### src/core/cps_pkg.sv
package cps_pkg;
    // Register word indices (printed values are indices, byte address is four times)
    localparam logic [11:0] CPS_STATUS = 12'hFD8;
    localparam logic [11:0] CPS_FSR2 = 12'hFD9;
    localparam logic [11:0] CPS_DEC2 = 12'hFDD;
    localparam logic [11:0] CPS_INC2 = 12'hFDE;
    localparam logic [11:0] CPS_IND2 = 12'hFDF;
    localparam logic [11:0] CPS_FSR1 = 12'hFE1;
    localparam logic [11:0] CPS_DEC1 = 12'hFE5;
    localparam logic [11:0] CPS_INC1 = 12'hFE6;
    localparam logic [11:0] CPS_IND1 = 12'hFE7;
    localparam logic [11:0] CPS_WSHADOW = 12'hFE8;
    localparam logic [11:0] CPS_FSR0 = 12'hFE9;
    localparam logic [11:0] CPS_DEC0 = 12'hFED;
    localparam logic [11:0] CPS_INC0 = 12'hFEE;
    localparam logic [11:0] CPS_IND0 = 12'hFEF;
    localparam logic [11:0] CPS_PCLOW = 12'hFF9;
    localparam logic [11:0] CPS_PCLATCH = 12'hFFA;
    localparam logic [11:0] CPS_STACK_POINTER = 12'hFFC;
    localparam logic [11:0] CPS_STKTOP = 12'hFFD;
    // Status bit positions
    localparam int CPS_B_WDX = 6;
    localparam int CPS_B_SLP = 5;
    localparam int CPS_B_NEG = 4;
    localparam int CPS_B_OV = 3;
    localparam int CPS_B_Z = 2;
    localparam int CPS_B_DC = 1;
    localparam int CPS_B_C = 0;
    // Reset values
    localparam logic [7:0] CPS_STATUS_POR = 8'h60;
    localparam logic [21:0] CPS_PC_RST = 22'h000000;
    localparam logic [12:0] CPS_LATCH_RST = 13'h0000;
    localparam logic [11:0] CPS_FSR_RST = 12'h000;
    localparam logic [31:0] CPS_UNMAPPED = 32'h00000000;
    localparam logic [4:0] CPS_SP_RST = 5'h00;
    // ALU operation classes from the datapath
    typedef enum logic [2:0] {
        CPS_OP_NONE, CPS_OP_LOGIC, CPS_OP_ADD, CPS_OP_SUB, CPS_OP_RRC, CPS_OP_RLC
    } cps_op_t;
    // Datapath flag update bundle
    typedef struct packed {
        cps_op_t op;
        logic [7:0] a;
        logic [7:0] b;
        logic [7:0] src;
    } cps_alu_t;
    // Core events
    typedef struct packed {
        logic wdt_clear;
        logic sleep;
        logic wdt_timeout;
        logic ret;
        logic call;
    } cps_evt_t;
    // Data memory request
    typedef struct packed {
        logic rd;
        logic wr;
        logic [11:0] addr;
        logic [7:0] wdata;
    } cps_mem_t;
endpackage

### src/core/cps_core_regs.sv
`timescale 1ns/100ps
module cps_core_regs #(
    parameter int STACK_DEPTH = 31
) (
    // Clock and reset
    input wire logic clk,
    input wire logic rst_n,
    input wire logic por_n,
    // Avalon-MM slave
    input wire logic [13:0] avs_address,
    input wire logic avs_read,
    input wire logic avs_write,
    input wire logic [3:0] avs_byteenable,
    input wire logic [31:0] avs_writedata,
    output logic [31:0] avs_readdata,
    output logic avs_waitrequest,
    // Datapath
    input wire cps_pkg::cps_alu_t alu,
    input wire cps_pkg::cps_evt_t evt,
    input wire logic [21:0] call_pc,
    input wire logic [7:0] work_reg,
    output logic [21:0] pc,
    output logic [7:0] status,
    // Data memory
    output cps_pkg::cps_mem_t mem_req,
    input wire logic [7:0] mem_rdata,
    input wire logic mem_ready
);
    import cps_pkg::*;

    typedef enum logic [1:0] {CPS_IDLE, CPS_MEM, CPS_DONE} cps_state_t;

    cps_state_t state_q;
    logic [21:0] pc_q;
    logic [12:0] latch_q;
    logic [4:0] sp_q;
    logic [21:0] stack_q [STACK_DEPTH+1];
    logic [7:0] status_q;
    logic [7:0] wshadow_q;
    logic [11:0] fsr_q [3];
    logic [31:0] rdata_q;
    logic [11:0] reg_idx;
    logic wr_ok;
    logic [1:0] ind_sel;
    logic is_ind;
    logic [1:0] ind_mode;
    logic [3:0] ind_code;
    logic [8:0] sum9;
    logic [4:0] nib;
    logic [7:0] res;

    // Register index from byte address; only byte lane 0 enables a write, upper lanes are ignored even for wide registers
    assign reg_idx = avs_address[13:2];
    assign wr_ok = avs_byteenable[0];

    // Map an address to indirect pointer 0 or 1 and mode (0 plain, 1 inc, 2 dec)
    function automatic logic [3:0] ind_decode(input logic [11:0] a);
        case (a)
            CPS_IND0: ind_decode = 4'h8;
            CPS_INC0: ind_decode = 4'h9;
            CPS_DEC0: ind_decode = 4'hA;
            CPS_IND1: ind_decode = 4'hC;
            CPS_INC1: ind_decode = 4'hD;
            CPS_DEC1: ind_decode = 4'hE;
            CPS_IND2: ind_decode = 4'h0 | 4'h0;
            default: ind_decode = 4'h0;
        endcase
    endfunction

    // Decoded pointer code, held in a net so its bits can be selected
    assign ind_code = ind_decode(reg_idx);

    // Indirect decode with pointer 2 handled explicitly
    always_comb begin
        is_ind = 1'b0;
        ind_sel = 2'd0;
        ind_mode = 2'd0;
        if (ind_code[3]) begin
            is_ind = 1'b1;
            ind_sel = {1'b0, ind_code[2]};
            ind_mode = ind_code[1:0];
        end else if (reg_idx == CPS_IND2 || reg_idx == CPS_INC2 || reg_idx == CPS_DEC2) begin
            is_ind = 1'b1;
            ind_sel = 2'd2;
            ind_mode = (reg_idx == CPS_INC2) ? 2'd1 : (reg_idx == CPS_DEC2) ? 2'd2 : 2'd0;
        end
    end

    // Bus handshake: direct registers answer in one cycle, indirect waits on memory
    always_ff @(posedge clk) begin
        if (!rst_n) begin
            state_q <= CPS_IDLE;
        end else begin
            case (state_q)
                CPS_IDLE: begin
                    if (avs_read || avs_write) begin
                        state_q <= is_ind ? CPS_MEM : CPS_DONE;
                    end
                end
                CPS_MEM: begin
                    if (mem_ready) begin
                        state_q <= CPS_DONE;
                    end
                end
                CPS_DONE: state_q <= CPS_IDLE;
                default: state_q <= CPS_IDLE;
            endcase
        end
    end

    assign avs_waitrequest = (avs_read || avs_write) && (state_q != CPS_DONE);
    assign avs_readdata = rdata_q;
    wire take = (state_q == CPS_DONE) && (avs_read || avs_write);
    wire wr_take = take && avs_write && wr_ok;
    wire rd_take = take && avs_read;

    // Data memory request drives pointer address during indirect access
    always_comb begin
        mem_req.rd = (state_q == CPS_MEM) && avs_read && is_ind;
        mem_req.wr = (state_q == CPS_MEM) && avs_write && wr_ok && is_ind;
        mem_req.addr = fsr_q[ind_sel];
        mem_req.wdata = avs_writedata[7:0];
    end

    // Read data capture
    always_ff @(posedge clk) begin
        if (!rst_n) begin
            rdata_q <= CPS_UNMAPPED;
        end else if (state_q == CPS_MEM && mem_ready) begin
            rdata_q <= {24'h000000, mem_rdata};
        end else if (state_q == CPS_IDLE && avs_read) begin
            case (reg_idx)
                CPS_STATUS: rdata_q <= {24'h000000, 1'b0, status_q[6:0]};
                CPS_WSHADOW: rdata_q <= {24'h000000, wshadow_q};
                CPS_FSR0: rdata_q <= {20'h00000, fsr_q[0]};
                CPS_FSR1: rdata_q <= {20'h00000, fsr_q[1]};
                CPS_FSR2: rdata_q <= {20'h00000, fsr_q[2]};
                CPS_PCLOW: rdata_q <= {24'h000000, pc_q[7:0]};
                CPS_PCLATCH: rdata_q <= {19'h00000, latch_q};
                CPS_STACK_POINTER: rdata_q <= {27'h0000000, sp_q};
                CPS_STKTOP: rdata_q <= {8'h00, 3'b000, stack_q[sp_q][21:17],
                    stack_q[sp_q][15:8], stack_q[sp_q][7:0]};
                default: rdata_q <= CPS_UNMAPPED;
            endcase
        end
    end

    // File select pointers with post step after the access completes
    always_ff @(posedge clk) begin
        if (!rst_n) begin
            for (int i = 0; i < 3; i++) begin
                fsr_q[i] <= CPS_FSR_RST;
            end
        end else if (wr_take && reg_idx == CPS_FSR0) begin
            fsr_q[0] <= avs_writedata[11:0];
        end else if (wr_take && reg_idx == CPS_FSR1) begin
            fsr_q[1] <= avs_writedata[11:0];
        end else if (wr_take && reg_idx == CPS_FSR2) begin
            fsr_q[2] <= avs_writedata[11:0];
        end else if (take && is_ind && ind_mode == 2'd1) begin
            fsr_q[ind_sel] <= fsr_q[ind_sel] + 12'h001;
        end else if (take && is_ind && ind_mode == 2'd2) begin
            fsr_q[ind_sel] <= fsr_q[ind_sel] - 12'h001;
        end
    end

    // Working register shadow, no reset value
    always_ff @(posedge clk) begin
        if (wr_take && reg_idx == CPS_WSHADOW) begin
            wshadow_q <= avs_writedata[7:0];
        end else if (!(state_q == CPS_DONE)) begin
            wshadow_q <= wshadow_q;
        end
    end

    // Program counter and latch
    always_ff @(posedge clk) begin
        if (!rst_n) begin
            pc_q <= CPS_PC_RST;
            latch_q <= CPS_LATCH_RST;
        end else begin
            if (rd_take && reg_idx == CPS_PCLOW) begin
                latch_q <= {pc_q[21:17], pc_q[15:8]};
            end else if (wr_take && reg_idx == CPS_PCLATCH) begin
                latch_q <= avs_writedata[12:0];
            end
            if (wr_take && reg_idx == CPS_PCLOW) begin
                pc_q <= {latch_q[12:8], 1'b0, latch_q[7:0], avs_writedata[7:0]};
            end else if (evt.ret) begin
                pc_q <= stack_q[sp_q];
            end
        end
    end

    // Stack memory and pointer
    always_ff @(posedge clk) begin
        if (!rst_n) begin
            sp_q <= CPS_SP_RST;
        end else if (wr_take && reg_idx == CPS_STACK_POINTER) begin
            sp_q <= avs_writedata[4:0];
        end else if (evt.call) begin
            sp_q <= sp_q + 5'd1;
        end else if (evt.ret) begin
            sp_q <= sp_q - 5'd1;
        end
    end

    always_ff @(posedge clk) begin
        if (evt.call) begin
            stack_q[sp_q + 5'd1] <= call_pc;
        end else if (wr_take && reg_idx == CPS_STKTOP) begin
            stack_q[sp_q] <= {avs_writedata[20:16], 1'b0,
                avs_writedata[15:8], avs_writedata[7:0]};
        end
    end

    // Flag calculation
    always_comb begin
        sum9 = 9'h000;
        nib = 5'h00;
        case (alu.op)
            CPS_OP_ADD: begin
                sum9 = {1'b0, alu.a} + {1'b0, alu.b};
                nib = {1'b0, alu.a[3:0]} + {1'b0, alu.b[3:0]};
            end
            CPS_OP_SUB: begin
                sum9 = {1'b0, alu.a} + {1'b0, ~alu.b} + 9'h001;
                nib = {1'b0, alu.a[3:0]} + {1'b0, ~alu.b[3:0]} + 5'h01;
            end
            default: begin
                sum9 = {1'b0, alu.src};
            end
        endcase
        res = sum9[7:0];
    end

    // Status flags; power-on sets both event flags, other resets keep state
    always_ff @(posedge clk) begin
        if (!por_n) begin
            status_q <= CPS_STATUS_POR;
        end else if (rst_n) begin
            if (evt.wdt_timeout) begin
                status_q[CPS_B_WDX] <= 1'b0;
            end else if (evt.wdt_clear || evt.sleep) begin
                status_q[CPS_B_WDX] <= 1'b1;
            end
            if (evt.sleep) begin
                status_q[CPS_B_SLP] <= 1'b0;
            end else if (evt.wdt_clear) begin
                status_q[CPS_B_SLP] <= 1'b1;
            end
            if (alu.op == CPS_OP_ADD || alu.op == CPS_OP_SUB) begin
                status_q[CPS_B_NEG] <= res[7];
                status_q[CPS_B_OV] <= (alu.a[7] == (alu.op == CPS_OP_SUB ? ~alu.b[7] : alu.b[7]))
                    && (res[7] != alu.a[7]);
                status_q[CPS_B_Z] <= (res == 8'h00);
                status_q[CPS_B_DC] <= nib[4];
                status_q[CPS_B_C] <= sum9[8];
            end else if (alu.op == CPS_OP_LOGIC) begin
                status_q[CPS_B_NEG] <= alu.src[7];
                status_q[CPS_B_Z] <= (alu.src == 8'h00);
            end else if (alu.op == CPS_OP_RRC) begin
                status_q[CPS_B_C] <= alu.src[0];
            end else if (alu.op == CPS_OP_RLC) begin
                status_q[CPS_B_C] <= alu.src[7];
            end else if (wr_take && reg_idx == CPS_STATUS) begin
                status_q[4:0] <= avs_writedata[4:0];
            end
        end
    end

    assign pc = pc_q;
    assign status = {1'b0, status_q[6:0]};
endmodule

### config.mk
export PLATFORM = sky130hd
export DESIGN_NAME = cps_core_regs
export DESIGN_NICKNAME = d
export VERILOG_FILES = /design/src/core/cps_pkg.sv /design/src/core/cps_core_regs.sv
export SDC_FILE = /design/constraint.sdc
export NUM_CORES = 1
export LEC_CHECK = 0
export BUFFER_PORTS_ARGS = -buffer_cell sky130_fd_sc_hd__buf_2
export CAP_MARGIN = 10
export CELL_PAD_IN_SITES_DETAIL_PLACEMENT = 1
export CELL_PAD_IN_SITES_GLOBAL_PLACEMENT = 2
export CORE_UTILIZATION = 49
export DETAILED_ROUTE_END_ITERATION = 8
export MAX_ROUTING_LAYER = met4
export PLACE_DENSITY = 0.81
export SLEW_MARGIN = 20
export SYNTH_ARGS = -nofsm -noshare
export SYNTH_HDL_FRONTEND = slang
export SYNTH_SLANG_ARGS = --single-unit
### constraint.sdc
create_clock -name clk -period 8.9 [get_ports clk]
set_input_delay 1.335 -clock clk [delete_from_list [all_inputs] [get_ports clk]]
set_output_delay 1.335 -clock clk [all_outputs]
set_load 0.01 [all_outputs]
* Yosys cells after proc, flatten, opt, wreduce, memory -nomap -nowiden
Memory sizes are Yosys's and may differ from the RTL's. A register that Yosys moved wholly into a read port is not among the register bits.
Cells that the tools add are included.
** Word-level totals
- Flip-flop bits (word level) :: 78
- Input port bits :: 126
- Memory bits (writable) :: 740
- Logic and storage cells :: 206
- Output and inout bits :: 85
- Memories :: 2
** Cells by class
- Reduce and logical (&&, ||, !) cells :: 53
- Equal/unequal tests :: 37
- Muxes and demuxes :: 83
- Bitwise operators :: 8
- $add $sub $neg :: 10
** Memories
- stack_q :: words 32, bits a word 22, read ports 1, clocked after Yosys merged registers in 1, wr ports 1, line cps_core_regs.sv:37 : logic [21:0] stack_q [STACK_DEPTH+1];
- fsr_q :: words 3, bits a word 12, read ports 4, clocked after Yosys merged registers in 0, wr ports 3, line cps_core_regs.sv:40 : logic [11:0] fsr_q [3];
** Operator list (count)
- 12-bit == test, second input constant :: 18
- 21-bit case mux with 9 select lines :: 1
- 22-bit two-way mux :: 3
- 12-bit two-way mux :: 5
- 1-bit two-way mux :: 45
- 5-bit two-way mux :: 8
- 1-bit logical AND :: 26
- 13-bit two-way mux :: 2
- 4-bit case mux with 6 select lines :: 1
- 2-bit two-way mux :: 11
- 22-bit OR reduction :: 1
- 8-bit by 8-bit adder with 9-bit output :: 2
- 9-bit case mux with 2 select lines :: 1
- 8-bit logical NOT :: 2
- 8-bit two-way mux :: 2
- 12-bit by 1-bit adder with 12-bit output, second input constant :: 1
- 2-bit != test, second input constant :: 6
- 2-bit nonzero test :: 6
- 12-bit OR reduction :: 1
- 12-bit by 1-bit subtractor with 12-bit output, second input constant :: 1
- 4-bit by 4-bit adder with 5-bit output :: 2
- 5-bit by 1-bit adder with 5-bit output, second input constant :: 2
- 5-bit case mux with 2 select lines :: 1
- 9-bit by 1-bit adder with 9-bit output, second input constant :: 1
- other kinds (24) :: 42

* Depth between registers and ports, before layout
- Word-level depth :: 17
- Mapped depth :: 16
- Gate-level depth less buffers :: 15

* Worst setup path before layout
Ideal clock, no wire load.
- Path kind :: input -> register
- From :: input port avs_address[9]
- To :: memory fsr_q[0][10] (data pin)
- Library setup time :: 0.262 ns
- Required time :: 8.638 ns
- Buffers on the path :: 0
- Cell stages on the path :: 15
- Setup slack :: 4.263 ns
- Data arrival time :: 4.375 ns
- Path through :: nand4_1 or3_4 a21oi_2 nand4b_2 nor2_1 inv_1 fa_1 nor2b_1 o21ai_0 a21boi_0 o21ai_0 a21oi_1 mux2i_1 nor2_1 o21ai_0
** RTL lines
- from (decl) :: line cps_core_regs.sv:10 : input wire logic [13:0] avs_address,
- to (decl) :: line cps_core_regs.sv:40

==> flow_summary_export.csv <==
group,metric,value,unit
floorplan,rows,97,
cts,cts_max_level,3,
floorplan,fp.dieH,268,um
pwr,combPwrFrac,9.8,%
layout,final_cells,3204,
worst_setup_path,cp_slowest_cell,"nor2_1",
synthesis,synth_flop_cell,"edfxtp_1",
placed_design,gp_congestion,0.913,
global_route,gr-total-overflow,0,
synthesis,synth_fa_ha_area_share,1.18,%
synthesis,synth_top_family_by_area,"multiplexers",
floorplan,fp.dieW,268,um
cts,clockBufferDepth,3,
synthesis,muxShareOfSynthArea,15.8,%
placed_design,dp.cells,3042,
worst_setup_path,worstPathArrival,5560,ps
pwr,p_int,6.69,mW
cts,cts_buffers,85,
timing,max-slew-margin-rel,27.3,%
routing,totalWireLength,98800,um
pwr,p_clk_share,40.2,%
worst_setup_path,reg2reg_depth,7,
global_route,grt_max_degree,121,
worst_setup_path,path_common_cell,"o21ai_0",
pwr,sequentialPowerShare,50.0,%
hold_path,hold_end,"pc[17]",
placed_design,dp_hpwl,60500,um
floorplan,fp.dieArea,71900,um2
cts,cts_hold_buffers,0,
cts,clock_latency,650,ps
floorplan,core,70000,um2
synthesis,yosysSeqAreaShare,69.0,%
pwr,p_sw,2.08,mW
outcome,status,"completed",
synthesis,synth_xor_area_share,0.501,%
global_route,grt_pass1_wl,142000,um
synthesis,syn_area,34700,um2
worst_setup_path,required,9290,ps
routing,vias,20100,
placed_design,place.port_buffers,174,
cts,cts.clk_slew.worst_paths,60,ps
synthesis,synth_warnings,0,
timing,finalSetupTns,0,ps
synthesis,synth_edf_count,748,
routing,drc,0,
hold_path,hold_path_startpoint,"latch_q[8]",
synthesis,synth-seq-cells,823,
layout,drive_above_1_share,29.1,%
routing,dr.pass1.iters,5,
timing,hold_viol,0,
hold_path,hp-class,"reg2reg",
global_route,track_usage,28.7,%
global_route,grt_pass1_vias,20700,
routing,ant_nets,0,
synthesis,syn_area_per_cell,17.3,um2
worst_setup_path,worstReg2RegEnd,"stack_q[12][10]",
timing,tightest_slew,1090,ps
timing,layout_min_cycle_time,5170,ps
pwr,switching_share,23.7,%
timing,setup_viol,0,
hold_path,hold_depth,2,
layout,syn_to_final_growth,13.5,%
pwr,leakagePower,13.1,nW
worst_setup_path,worst-setup-path-type,"in2reg",
routing,drtIter0Drc,2097,
synthesis,synth-simple-area-share,5.50,%
synthesis,synth_compound_area_share,5.70,%
run,drv_cap,0,
layout,nets,2347,
pwr,irDropWorstVdd,0.198,mV
cts,root_buffer,"clkbuf_16",
cts,post_cts_buffers,0,
synthesis,yosys.cell_types.count,76,
floorplan,start_util,49.6,%
worst_setup_path,path_cells,"buf_2, nand4_1, or3_4, a21oi_2, nand4b_2, nor2_1, inv_1, fa_1, nor2b_1, o21ai_0, a21boi_0, o21ai_0, a21oi_1, mux2i_1, nor2_1, o21ai_0",
cts,cts.sinks,823,
worst_setup_path,rr_startpoint,"state_q[1]",
timing,rsz0062_at_grt,"false",
worst_setup_path,crit_path_end_kind,"register",
cts,cts_resized,0,
worst_setup_path,r2r_slack,4720,ps
worst_setup_path,worstPathMaxFanout,12,
synthesis,ys_async_sr_fraction,0,%
timing,fin_skew,35.7,ps
timing,slew_viol_final,0,
synthesis,postSynthCellCount,2007,
routing,drt-wirelength-per-cell,30.8,um
worst_setup_path,slowest_delay,770,ps
routing,vias_per_cell,6.28,
global_route,antenna_found_initial,3,
timing,period_share,58.1,%
cts,tritoncts,"done",
pwr,power_density,222,nW/um2
worst_setup_path,crit_start,"avs_address[8]",
floorplan,ios,211,
worst_setup_path,setup.worst_path.start_class,"input port",
timing,fmax,193,MHz
==> layer usage <==
metal	track usage [%]	routed length, um	up-vias
met2	45.6	48300	920
met5	-	0	-
li1	-	-	8401
met1	38.0	39900	10600
met4	10.1	3210	0
met3	4.33	7290	181
==> cells in the final DEF (no fill, tap or decap), types with 9 or more instances in the layout <==
cell type,instances
a211oi_1,20
a21oi_1,57
a222oi_1,10
a22o_1,36
a22oi_1,26
and2_1,9
buf_2,174
buf_4,45
clkbuf_1,16
clkbuf_16,88
clkinv_1,16
clkinv_2,17
conb_1,12
dfxtp_1,71
edfxtp_1,748
ha_1,28
inv_1,24
mux2_2,14
mux2i_1,39
mux4_2,220
nand2_1,164
nand2b_1,11
nand3_1,22
nor2_1,90
nor2_2,33
nor2b_1,14
nor3_1,21
o211ai_1,10
o21ai_0,55
xnor2_1,11
==> metrics by stage <==
stage	area (um2)	worst slack, ps	power [mW]	util (%)	hold slack, ps
floorplan	34800	4260	4.99	-	441
global placement	36600	3240	5.29	52.3	465
detailed placement	36600	3080	5.32	52.3	483
CTS	39400	3760	8.81	56.2	493
global route	39400	3290	8.99	56.3	528
finish	39400	3730	8.77	56.3	492
==> worst max-delay path: cells and delay by family <==
family | cells | cell delay (ps)
and+or+nand+nor | 6 | 2190
AOI/OAI and AO/OA | 6 | 1200
adders and majority gates | 1 | 460
buffers and inverters | 2 | 240
muxes | 1 | 120
==> cell families (layout without fill, tap and decap cells) <==
logic type                 count (synthesis)  count (layout)
and+or+nand+nor                          416             416
muxes                                    273             273
adders and majority gates                 31              31
xor gates and xnor gates                  19              19
AOI/OAI and AO/OA                        282             282
DFF                                      823             823
other                                      1              15
buffers and inverters                    162             405
==> cell type report <==
type | instances | area [um2]
multi-input combinational | 1033 | 10100
sequential | 823 | 24000
tap | 940 | 1180
inverter | 25 | 93.8
clock buffer | 108 | 2320
clock inverter | 50 | 435
timing repair buffer | 222 | 1280
antenna | 3 | 7.51
fill | 6370 | 30600
==> power by group through the flow <==
stage / combinational [mW] / clock [mW] / sequential (mW)
after floorplan: 0.577 / 0 / 4.41
after global placement: 0.830 / 0 / 4.46
after detailed placement: 0.856 / 0 / 4.47
after CTS: 0.859 / 3.57 / 4.38
after global routing: 0.912 / 3.69 / 4.39
final: 0.859 / 3.52 / 4.38
==> flip-flops by register name, summed over array words and instances (netlist names), named ones only <==
| name | flops |
|---|---|
| stack_q | 704 |
| pc | 22 |
| latch_q | 13 |
| status_q | 7 |
| wshadow_q | 8 |
| sp_q | 5 |
| state_q | 2 |
| avs_readdata | 21 |
| fsr_q | 36 |
==> cells in the mapped netlist, types with 5 or more instances <==
cell type | number | area, um2
dfxtp_1 | 75 | 1500
o211ai_1 | 10 | 75.1
nor2b_1 | 14 | 87.6
inv_1 | 24 | 90.1
nand2_1 | 166 | 623
nor2_1 | 122 | 458
nand4_1 | 5 | 31.3
mux4_2 | 220 | 4950
a211oi_1 | 20 | 150
xor2_1 | 7 | 61.3
o211a_1 | 6 | 60.1
clkbuf_1 | 68 | 255
a22oi_1 | 26 | 195
ha_1 | 28 | 350
o221a_2 | 5 | 56.3
a22o_1 | 36 | 315
nor3b_1 | 6 | 45.0
buf_2 | 24 | 120
a31oi_1 | 8 | 50.1
nand3_1 | 23 | 115
nand2b_1 | 11 | 68.8
o21ai_1 | 7 | 35.0
and3_1 | 7 | 43.8
buf_1 | 9 | 33.8
a222oi_1 | 10 | 100
buf_4 | 31 | 233
nand3b_1 | 5 | 37.5
xnor2_1 | 11 | 96.3
nor3_1 | 21 | 105
a221oi_1 | 7 | 61.3
o21ai_0 | 55 | 275
mux2_2 | 14 | 158
mux2i_1 | 39 | 390
edfxtp_1 | 748 | 22500
and2_1 | 9 | 56.3
a21oi_1 | 57 | 285
==> worst max-delay path by stage <==
| stage | to | cells past startpoint |
|---|---|---|
| 3_3_place_gp | fsr_q[0][10] | 16 |
| 5_1_grt | fsr_q[2][10] | 16 |
| 6_report | fsr_q[2][10] | 16 |
| 4_1_cts | fsr_q[2][10] | 16 |
| 2_1_floorplan | fsr_q[0][10] | 15 |
| 3_5_place_dp | fsr_q[2][10] | 16 |
No activity file was read; power rests on OpenSTA's default activity.
